File: src/verilog/sltc_pkg.sv
// shared constants, register map and helpers for the serial link tx control block
package sltc_pkg;
    // ********************************
    // widths
    // ********************************
    localparam int unsigned ADDR_W     = 10;
    localparam int unsigned DATA_W     = 8;
    localparam int unsigned ADC_W      = 9;
    localparam int unsigned LINK_N     = 16;
    localparam int unsigned K_W        = 9;
    localparam int unsigned MODE_W     = 6;
    localparam int unsigned PIPE_DEPTH = 2;
    localparam int unsigned AXI_AW     = 8;

    // ********************************
    // device register map
    // ********************************
    localparam logic [ADDR_W-1:0] OFS_MARKER = 10'h160;
    localparam logic [ADDR_W-1:0] OFS_ENABLE = 10'h200;
    localparam logic [ADDR_W-1:0] OFS_MODE   = 10'h201;
    localparam logic [ADDR_W-1:0] OFS_KM1    = 10'h202;
    localparam logic [DATA_W-1:0] RST_MARKER = 8'h00;
    localparam logic [DATA_W-1:0] RST_ENABLE = 8'h01;
    localparam logic [DATA_W-1:0] RST_MODE   = 8'h00;
    localparam logic [DATA_W-1:0] RST_KM1    = 8'h1f;
    localparam logic [DATA_W-1:0] MASK_ONE   = 8'h01;
    localparam logic [DATA_W-1:0] MASK_MODE  = 8'h3f;
    localparam logic [DATA_W-1:0] MASK_KM1   = 8'hff;
    localparam logic [DATA_W-1:0] ZERO8      = 8'h00;
    localparam int unsigned       BIT_TS     = 0;
    localparam int unsigned       BIT_EN     = 0;

    // ********************************
    // link parameters
    // ********************************
    localparam logic [1:0]        ILA_CS          = 2'h0;
    localparam logic [K_W-1:0]    K_64B_BASE      = 9'h100;
    localparam logic [MODE_W-1:0] MODE_64B_FIRST  = 6'h20;
    localparam logic [DATA_W-1:0] KM1_MIN_LEGAL   = 8'h03;

    // ********************************
    // controller register map (axi4-lite)
    // ********************************
    localparam logic [AXI_AW-1:0] HOFS_ADDR   = 8'h00;
    localparam logic [AXI_AW-1:0] HOFS_WDATA  = 8'h04;
    localparam logic [AXI_AW-1:0] HOFS_CTRL   = 8'h08;
    localparam logic [AXI_AW-1:0] HOFS_STATUS = 8'h0c;
    localparam logic [AXI_AW-1:0] HOFS_RDATA  = 8'h10;
    localparam int unsigned       CTRL_WRITE  = 0;
    localparam int unsigned       CTRL_READ   = 1;
    localparam int unsigned       CTRL_CAL    = 8;
    localparam int unsigned       ST_BUSY     = 0;
    localparam int unsigned       ST_REFUSED  = 1;
    localparam int unsigned       ST_LINK_EN  = 2;
    localparam logic [1:0]        RESP_OKAY   = 2'b00;
    localparam logic [1:0]        RESP_SLVERR = 2'b10;

    // writable bits of each device register; reserved bits are never stored
    function automatic logic [DATA_W-1:0] field_mask(input logic [ADDR_W-1:0] a);
        if (a == OFS_MARKER || a == OFS_ENABLE) begin
            return MASK_ONE;
        end else if (a == OFS_MODE) begin
            return MASK_MODE;
        end else if (a == OFS_KM1) begin
            return MASK_KM1;
        end else begin
            return ZERO8;
        end
    endfunction : field_mask
endpackage : sltc_pkg
File: src/verilog/sltc_if.sv
// register port between the link controller and the device
`timescale 1ns/100ps
interface sltc_if;
    import sltc_pkg::*;
    logic              reg_wr;    // one-cycle write strobe
    logic              reg_rd;    // one-cycle read strobe
    logic [ADDR_W-1:0] reg_addr;
    logic [DATA_W-1:0] reg_wdata;
    logic [DATA_W-1:0] reg_rdata;
    logic              reg_ack;   // one-cycle answer

    modport device (input reg_wr, reg_rd, reg_addr, reg_wdata, output reg_rdata, reg_ack);
    modport host (output reg_wr, reg_rd, reg_addr, reg_wdata, input reg_rdata, reg_ack);
endinterface : sltc_if

File: src/verilog/sltc_host.sv
// controller end: axi4-lite slave that issues checked register accesses to the device
//
// The AXI4-Lite interface to the registers was left to the implementer.
`timescale 1ns/100ps
module sltc_host
    import sltc_pkg::*;
(
    input  wire logic              clock,
    input  wire logic              rst,
    input  wire logic [AXI_AW-1:0] s_axi_awaddr,
    input  wire logic              s_axi_awvalid,
    output logic                   s_axi_awready,
    input  wire logic [31:0]       s_axi_wdata,
    input  wire logic [3:0]        s_axi_wstrb,
    input  wire logic              s_axi_wvalid,
    output logic                   s_axi_wready,
    output logic      [1:0]        s_axi_bresp,
    output logic                   s_axi_bvalid,
    input  wire logic              s_axi_bready,
    input  wire logic [AXI_AW-1:0] s_axi_araddr,
    input  wire logic              s_axi_arvalid,
    output logic                   s_axi_arready,
    output logic      [31:0]       s_axi_rdata,
    output logic      [1:0]        s_axi_rresp,
    output logic                   s_axi_rvalid,
    input  wire logic              s_axi_rready,
    sltc_if.host                   regs,
    output logic                   cal_enable,
    output logic                   timestamp_input_receiver_enable
);

    typedef enum {SLTC_IDLE, SLTC_WAIT} sltc_state_type;

    // ********************************
    // axi write channel capture
    // ********************************
    logic              aw_hold_r;
    logic              w_hold_r;
    logic [AXI_AW-1:0] awaddr_r;
    logic [31:0]       wdata_r;
    logic              bvalid_r;
    logic [1:0]        bresp_r;
    logic              do_write;

    assign s_axi_awready = ~aw_hold_r & ~bvalid_r;
    assign s_axi_wready  = ~w_hold_r & ~bvalid_r;
    assign do_write      = aw_hold_r & w_hold_r & ~bvalid_r;
    assign s_axi_bvalid  = bvalid_r;
    assign s_axi_bresp   = bresp_r;

    // address and data may arrive in either order; the response follows both
    always_ff @(posedge clock or posedge rst) begin
        if (rst) begin
            aw_hold_r <= 1'b0;
            w_hold_r  <= 1'b0;
            awaddr_r  <= '0;
            wdata_r   <= '0;
            bvalid_r  <= 1'b0;
            bresp_r   <= RESP_OKAY;
        end else begin
            if (s_axi_awvalid && s_axi_awready) begin
                aw_hold_r <= 1'b1;
                awaddr_r  <= s_axi_awaddr;
            end
            if (s_axi_wvalid && s_axi_wready) begin
                w_hold_r <= 1'b1;
                wdata_r  <= s_axi_wdata;
            end
            if (do_write) begin
                aw_hold_r <= 1'b0;
                w_hold_r  <= 1'b0;
                bvalid_r  <= 1'b1;
                bresp_r   <= (awaddr_r == HOFS_ADDR || awaddr_r == HOFS_WDATA ||
                              awaddr_r == HOFS_CTRL) ? RESP_OKAY : RESP_SLVERR;
            end else if (bvalid_r && s_axi_bready) begin
                bvalid_r <= 1'b0;
            end
        end
    end

    // ********************************
    // command registers and device sequencer
    // ********************************
    sltc_state_type    state_r;
    logic [ADDR_W-1:0] cmd_addr_r;
    logic [DATA_W-1:0] cmd_wdata_r;
    logic [DATA_W-1:0] dev_rdata_r;
    logic              cal_r;
    logic              refused_r;
    logic              shadow_en_r;
    logic              shadow_ts_r;
    logic              wr_r;
    logic              rd_r;
    logic [DATA_W-1:0] safe_wdata;
    logic              refuse_wr;
    logic              go_wr;
    logic              go_rd;
    logic              cal_clear_bad;

    // reserved bits forced to zero on the way out
    assign safe_wdata = cmd_wdata_r & field_mask(cmd_addr_r);

    // configuration changes only while the link is off; enable needs calibration first
    always_comb begin
        refuse_wr = 1'b0;
        if (cmd_addr_r == OFS_ENABLE) begin
            refuse_wr = safe_wdata[BIT_EN] & ~cal_r;
        end else if (cmd_addr_r == OFS_MODE) begin
            refuse_wr = shadow_en_r | cal_r;
        end else if (cmd_addr_r == OFS_KM1) begin
            refuse_wr = shadow_en_r | (safe_wdata < KM1_MIN_LEGAL);
        end else if (cmd_addr_r == OFS_MARKER) begin
            refuse_wr = shadow_en_r;
        end
    end

    assign go_wr         = do_write && awaddr_r == HOFS_CTRL && wdata_r[CTRL_WRITE] && state_r == SLTC_IDLE;
    assign go_rd         = do_write && awaddr_r == HOFS_CTRL && wdata_r[CTRL_READ] && state_r == SLTC_IDLE
                           && !wdata_r[CTRL_WRITE];
    // calibration may not drop while the link still runs
    assign cal_clear_bad = do_write && awaddr_r == HOFS_CTRL && !wdata_r[CTRL_CAL] && shadow_en_r && cal_r;

    // software-visible command fields
    always_ff @(posedge clock or posedge rst) begin
        if (rst) begin
            cmd_addr_r  <= '0;
            cmd_wdata_r <= ZERO8;
            cal_r       <= 1'b0;
        end else if (do_write) begin
            if (awaddr_r == HOFS_ADDR && s_axi_wstrb != 4'h0) begin
                cmd_addr_r <= wdata_r[ADDR_W-1:0];
            end else if (awaddr_r == HOFS_WDATA) begin
                cmd_wdata_r <= wdata_r[DATA_W-1:0];
            end else if (awaddr_r == HOFS_CTRL && !cal_clear_bad) begin
                cal_r <= wdata_r[CTRL_CAL];
            end
        end
    end

    // sequencer: one strobe, then wait for the device's answer
    always_ff @(posedge clock or posedge rst) begin
        if (rst) begin
            state_r     <= SLTC_IDLE;
            wr_r        <= 1'b0;
            rd_r        <= 1'b0;
            refused_r   <= 1'b0;
            dev_rdata_r <= ZERO8;
            shadow_en_r <= RST_ENABLE[BIT_EN];
            shadow_ts_r <= RST_MARKER[BIT_TS];
        end else begin
            wr_r <= 1'b0;
            rd_r <= 1'b0;
            case (state_r)
                SLTC_IDLE: begin
                    if (go_wr) begin
                        refused_r <= refuse_wr | cal_clear_bad;
                        if (!refuse_wr) begin
                            wr_r    <= 1'b1;
                            state_r <= SLTC_WAIT;
                            if (cmd_addr_r == OFS_ENABLE) begin
                                shadow_en_r <= safe_wdata[BIT_EN];
                            end else if (cmd_addr_r == OFS_MARKER) begin
                                shadow_ts_r <= safe_wdata[BIT_TS];
                            end
                        end
                    end else if (go_rd) begin
                        refused_r <= cal_clear_bad;
                        rd_r      <= 1'b1;
                        state_r   <= SLTC_WAIT;
                    end else if (cal_clear_bad) begin
                        refused_r <= 1'b1;
                    end
                end
                SLTC_WAIT: begin
                    if (regs.reg_ack) begin
                        dev_rdata_r <= regs.reg_rdata;
                        state_r     <= SLTC_IDLE;
                    end
                end
                default: state_r <= SLTC_IDLE;
            endcase
        end
    end

    assign regs.reg_wr                     = wr_r;
    assign regs.reg_rd                     = rd_r;
    assign regs.reg_addr                   = cmd_addr_r;
    assign regs.reg_wdata                  = safe_wdata;
    assign cal_enable                      = cal_r;
    // marker insertion is useless without the pin receiver, so they follow together
    assign timestamp_input_receiver_enable = shadow_ts_r;

    // ********************************
    // axi read channel
    // ********************************
    logic        rvalid_r;
    logic [31:0] rdata_r;
    logic [1:0]  rresp_r;

    assign s_axi_arready = ~rvalid_r;
    assign s_axi_rvalid  = rvalid_r;
    assign s_axi_rdata   = rdata_r;
    assign s_axi_rresp   = rresp_r;

    // answer one cycle after the address is taken
    always_ff @(posedge clock or posedge rst) begin
        if (rst) begin
            rvalid_r <= 1'b0;
            rdata_r  <= '0;
            rresp_r  <= RESP_OKAY;
        end else if (s_axi_arvalid && s_axi_arready) begin
            rvalid_r <= 1'b1;
            rresp_r  <= RESP_OKAY;
            if (s_axi_araddr == HOFS_ADDR) begin
                rdata_r <= {22'h00_0000, cmd_addr_r};
            end else if (s_axi_araddr == HOFS_WDATA) begin
                rdata_r <= {24'h00_0000, cmd_wdata_r};
            end else if (s_axi_araddr == HOFS_CTRL) begin
                rdata_r <= {23'h00_0000, cal_r, 8'h00};
            end else if (s_axi_araddr == HOFS_STATUS) begin
                rdata_r <= {29'h0000_0000, shadow_en_r, refused_r, state_r != SLTC_IDLE};
            end else if (s_axi_araddr == HOFS_RDATA) begin
                rdata_r <= {24'h00_0000, dev_rdata_r};
            end else begin
                rdata_r <= '0;
                rresp_r <= RESP_SLVERR;
            end
        end else if (rvalid_r && s_axi_rready) begin
            rvalid_r <= 1'b0;
        end
    end

endmodule : sltc_host

File: src/flat_wrapper.sv
// flat-port wrapper written by rule: the top's interface ports become plain ports
module sltc_host_flat import sltc_pkg::*;
  (clock, rst, s_axi_awaddr, s_axi_awvalid, s_axi_awready, s_axi_wdata, s_axi_wstrb, s_axi_wvalid, s_axi_wready, s_axi_bresp, s_axi_bvalid, s_axi_bready, s_axi_araddr, s_axi_arvalid, s_axi_arready, s_axi_rdata, s_axi_rresp, s_axi_rvalid, s_axi_rready, cal_enable, timestamp_input_receiver_enable, regs_reg_wr, regs_reg_rd, regs_reg_addr, regs_reg_wdata, regs_reg_rdata, regs_reg_ack);
  sltc_if regs_i ();
  input  wire logic clock;
  input  wire logic rst;
  input  wire logic [AXI_AW-1:0] s_axi_awaddr;
  input  wire logic s_axi_awvalid;
  output logic s_axi_awready;
  input  wire logic [31:0] s_axi_wdata;
  input  wire logic [3:0] s_axi_wstrb;
  input  wire logic s_axi_wvalid;
  output logic s_axi_wready;
  output logic      [1:0] s_axi_bresp;
  output logic s_axi_bvalid;
  input  wire logic s_axi_bready;
  input  wire logic [AXI_AW-1:0] s_axi_araddr;
  input  wire logic s_axi_arvalid;
  output logic s_axi_arready;
  output logic      [31:0] s_axi_rdata;
  output logic      [1:0] s_axi_rresp;
  output logic s_axi_rvalid;
  input  wire logic s_axi_rready;
  output logic cal_enable;
  output logic timestamp_input_receiver_enable;
  output wire logic [$bits(regs_i.reg_wr)-1:0] regs_reg_wr;
  output wire logic [$bits(regs_i.reg_rd)-1:0] regs_reg_rd;
  output wire logic [$bits(regs_i.reg_addr)-1:0] regs_reg_addr;
  output wire logic [$bits(regs_i.reg_wdata)-1:0] regs_reg_wdata;
  input wire logic [$bits(regs_i.reg_rdata)-1:0] regs_reg_rdata;
  input wire logic [$bits(regs_i.reg_ack)-1:0] regs_reg_ack;
  assign regs_reg_wr = regs_i.reg_wr;
  assign regs_reg_rd = regs_i.reg_rd;
  assign regs_reg_addr = regs_i.reg_addr;
  assign regs_reg_wdata = regs_i.reg_wdata;
  assign regs_i.reg_rdata = regs_reg_rdata;
  assign regs_i.reg_ack = regs_reg_ack;
  sltc_host u_core (.clock(clock), .rst(rst), .s_axi_awaddr(s_axi_awaddr), .s_axi_awvalid(s_axi_awvalid), .s_axi_awready(s_axi_awready), .s_axi_wdata(s_axi_wdata), .s_axi_wstrb(s_axi_wstrb), .s_axi_wvalid(s_axi_wvalid), .s_axi_wready(s_axi_wready), .s_axi_bresp(s_axi_bresp), .s_axi_bvalid(s_axi_bvalid), .s_axi_bready(s_axi_bready), .s_axi_araddr(s_axi_araddr), .s_axi_arvalid(s_axi_arvalid), .s_axi_arready(s_axi_arready), .s_axi_rdata(s_axi_rdata), .s_axi_rresp(s_axi_rresp), .s_axi_rvalid(s_axi_rvalid), .s_axi_rready(s_axi_rready), .regs(regs_i), .cal_enable(cal_enable), .timestamp_input_receiver_enable(timestamp_input_receiver_enable));
endmodule
File: config.mk
export PLATFORM = sky130hd
export DESIGN_NAME = sltc_host_flat
export DESIGN_NICKNAME = d
export VERILOG_FILES = /design/src/verilog/sltc_pkg.sv /design/src/verilog/sltc_if.sv /design/src/verilog/sltc_host.sv /design/src/flat_wrapper.sv
export SDC_FILE = /design/constraint.sdc
export NUM_CORES = 1
export LEC_CHECK = 0
export BUFFER_PORTS_ARGS = -buffer_cell sky130_fd_sc_hd__buf_4
export CORE_MARGIN = 8
export CORE_UTILIZATION = 49
export CTS_CLUSTER_DIAMETER = 40
export DETAILED_ROUTE_END_ITERATION = 6
export PLACE_DENSITY = 0.87
export SLEW_MARGIN = 10
export SYNTH_ARGS = -nofsm -noshare
export SYNTH_HDL_FRONTEND = slang
export SYNTH_SLANG_ARGS = --single-unit
File: constraint.sdc
create_clock -name clock -period 2.23 [get_ports clock]
set_input_delay 0.223 -clock clock [delete_from_list [all_inputs] [get_ports clock]]
set_output_delay 0.223 -clock clock [all_outputs]
set_load 0.02 [all_outputs]
==> parameters.txt <==
Parameter                              Value

Status
  Run status ... complete, no violations

Min path
  Type of the most critical hold path ... input pin to flop

Final layout
  Antenna diode count ... 0
  Net count, final ... between 400 and 500
  Synthesis-to-layout area growth ... 27.5%
  Cell Count, Final, Fillers Out ... 477
  Fraction of final layout cells with drive strength greater than 1 ... 35.5%
  Area of all placed cells without fillers ... 0.00430 mm²

Clocking
  Root Buffer Master ... clkbuf_8
  Number of clock sinks ... 67
  Maximum buffer depth of the clock tree ... 2
  Clk pin slew, worst setup/hold paths ... 80 ps
  CTS tree ... yes
  Count of H-tree levels built during CTS ... 3
  Number of clock buffers inserted by TritonCTS ... 9
  Latest clock arrival within the worst-skew pair ... around 350 ps

Worst setup path
  Worst endpoint required time ... 2010 ps
  Data arrival, critical path ... about 1900 ps
  WS Path Type ... flop to output pin
  Kind of end point of the critical path ... output pin
  Crit path max fanout ... 6
  Worst setup SP type ... flop

Pwr
  Leakage power ... between 0.002 and 0.0025 µW
  Maximum vdd ir drop ... between 0.0007 and 0.0008 V
  Power per standard cell area ... around 1000 mW/mm²

Yosys
  Mean cell area of the mapped netlist ... 11.4 µm²
  Combined area of all synthesized cells ... ~0.0034 mm²
  Yosys warning count ... 0
  Number of enable-type register cells in the synthesized netlist ... 0
  Synth Instances ... ~300
  Synth Flop Type ... dfrtp_1
  Library cell with the highest instance count after synthesis ... dfrtp_1
  Largest cells by area after synthesis ... dfrtp_1, mux2_1, mux2_4
  Top cell types by occurrence after synthesis ... dfrtp_1, nand2_1, mux2_1
  Sequential-to-total area share from yosys stat ... about half
  Biggest area consumer among synthesized cells ... dfrtp_1
  Post-synthesis async set-or-reset flop share ... 100%
  Synthesized flop and latch total ... 67
  Library cells used by synthesis ... 51
  Share of the synthesized area in the top cell type ... 48.9%

STA
  Clock skew ... 9.31 ps
  Accumulated negative setup slack ... 0 ps
  Crit path time final ... 2150 ps
  Final Cycle Share ... 96.3%
  Worst Slack Setup Final ... a little over 80 ps
  Slew of the pin with the lowest slew margin ... between 500 and 600 ps
  Worst hold-check slack ... 50.8 ps
  Slew HR ... between 60 and 70%
  Hold violation count in the final report ... 0
  Final number of max-transition violations ... 0
  Fmax ... 0.466 GHz
  Final setup vio count ... 0

Placed design
  Placement-stage worst setup slack ... 59.4 ps
  HPWL Detailed ... about 6600 µm
  Routability-driven placement congestion ratio ... 0.873
  Instance count after placement with tap cells included ... 458
  Buffers on Ports ... 84
  Post-place instance area ... around 0.0040 mm²

Routing
  Overall via count from detail_route ... roughly 2500
  First-pass detailed-route iteration total ... 4
  Number of DRC markers after the initial detailed-route iteration ... between 100 and 150
  Final antenna-violating net count ... 0
  Drt wl/cell ... about 18 µm
  Mean number of vias per cell ... 5.34
  Routed wire length ... about 8400 µm
  Total DRC errors in the routed layout ... 0

Floorplanning
  Die width ... just under 100 µm
  Standard cell core area ... about 0.0067 mm²
  Rows ... 30
  Die Height ... between 90 and 100 µm
  I/O pins ... roughly 130
  Starting utilization of the core area ... roughly 50%
  Die Outline Area ... 0.00980 mm²

Global route
  Maximum number of pins on one net before global-route repair ... 68
  Sum of overflow across all layers after global routing ... 0
  Number of antenna violations at the first check in global routing ... 0
  First-pass GRT wire length ... roughly 13000 µm
  Vias in the first global route ... approximately 2700
  Overall global routing resource usage ... about 17%

Flow run
  Number of max-capacitance violations reported ... 0
-- power breakdown --
| group | internal [µW] | switching (µW) |
|---|---|---|
| Sequential | 1600 | 426 |
| Combinational | 717 | 731 |
| Clock | 511 | 467 |
| Total | 2830 | 1620 |
-- path summary, 6_finish.rpt --
path                       cells after the start  slack (ps)                           startpoint                                  end
max                                            6          80  u_core.regs.reg_addr[4]$_DFFE_PP0P_                    regs_reg_wdata[3]
min                                            2          50                         s_axi_bready      u_core.s_axi_bvalid$_DFFE_PP0P_
max reg2reg                                    5         120       u_core.awaddr_r[5]$_DFFE_PP0P_  u_core.regs.reg_addr[4]$_DFFE_PP0P_
min reg2reg                                    2         480    u_core.s_axi_rdata[5]$_DFFE_PP0P_    u_core.s_axi_rdata[5]$_DFFE_PP0P_
max in group asynchronous                      4        1420                                  rst       u_core.shadow_en_r$_DFFE_PP1P_
min in group asynchronous                      4         500                                  rst         u_core.regs.reg_wr$_DFF_PP0_
-- repair_timing --
action / CTS / global route
cloned: 0 / 0
setup endpoints to repair: 8 / 7
resized for setup: 3 / 4
hold buffers: 1 / 0
pin swaps: 1 / 3
hold endpoints to repair: 66 / 0
setup buffers: 1 / 2
-- state kept, by name (all words and copies together) (netlist names) --
signal	cells
u_core.aw_hold_r	1
u_core.awaddr_r	8
u_core.cal_enable	1
u_core.cmd_wdata_r	8
u_core.dev_rdata_r	8
u_core.refused_r	1
u_core.regs.reg_addr	10
u_core.regs.reg_rd	1
u_core.regs.reg_wr	1
u_core.s_axi_bresp	1
u_core.s_axi_bvalid	1
u_core.s_axi_rdata	10
u_core.s_axi_rresp	1
u_core.s_axi_rvalid	1
u_core.shadow_en_r	1
u_core.state_r	1
u_core.timestamp_input_receiver_enable	1
u_core.w_hold_r	1
u_core.wdata_r	10
-- worst max-delay path: stages (launching register included) --
cell     delay [ps]
dfrtp_1         420
nor4b_4         330
nand2_2         140
nor3_4          160
o21a_2          220
and2_1          170
buf_4           150
-- per-layer routing --
metal  wire (µm)  global-route usage, %  vias to the layer above
met1        3420                   19.6                     1221
met4         121                   4.96                        0
met2        4080                   29.0                      117
met3         759                   7.61                       15
li1            -                      -                     1192
met5           0                      0                        -
-- kinds of logic after synthesis --
family / share of synthesized area (%)
flops: 49.7
mux: 18.6
buf+inv: 6.89
simple gates: 16.3
compound gates: 8.38
other cells: 0.111
-- placed cells by master, fill, tap and decap left out, drive strengths merged, types with 6 or more instances in the layout --
cell type,count
a21oi,8
and2,7
buf,92
clkbuf,9
conb,24
dfrtp,66
inv,8
mux2,44
mux2i,7
nand2,35
nand3,6
nor2,14
o21ai,12
o31ai,6
-- stage by stage --
stage / total power (µW) / utilization (%)
detailed placement: 3420 / 60.1
global placement: 3320 / 60.1
floorplan: 2890 / -
global route: 4710 / 64.0
CTS: 4440 / 63.5
finish: 4450 / 64.0
-- area by class of cell --
class	instances	area, µm²
clock buffers	9	124
clock inverters	6	67.6
multi-input cells	214	1590
repair buffers	93	713
fillers	545	2420
well taps	80	100
inverters	8	30.0
flip-flops and latches	67	1680
Note: power is estimated with default switching activity, not from simulation.
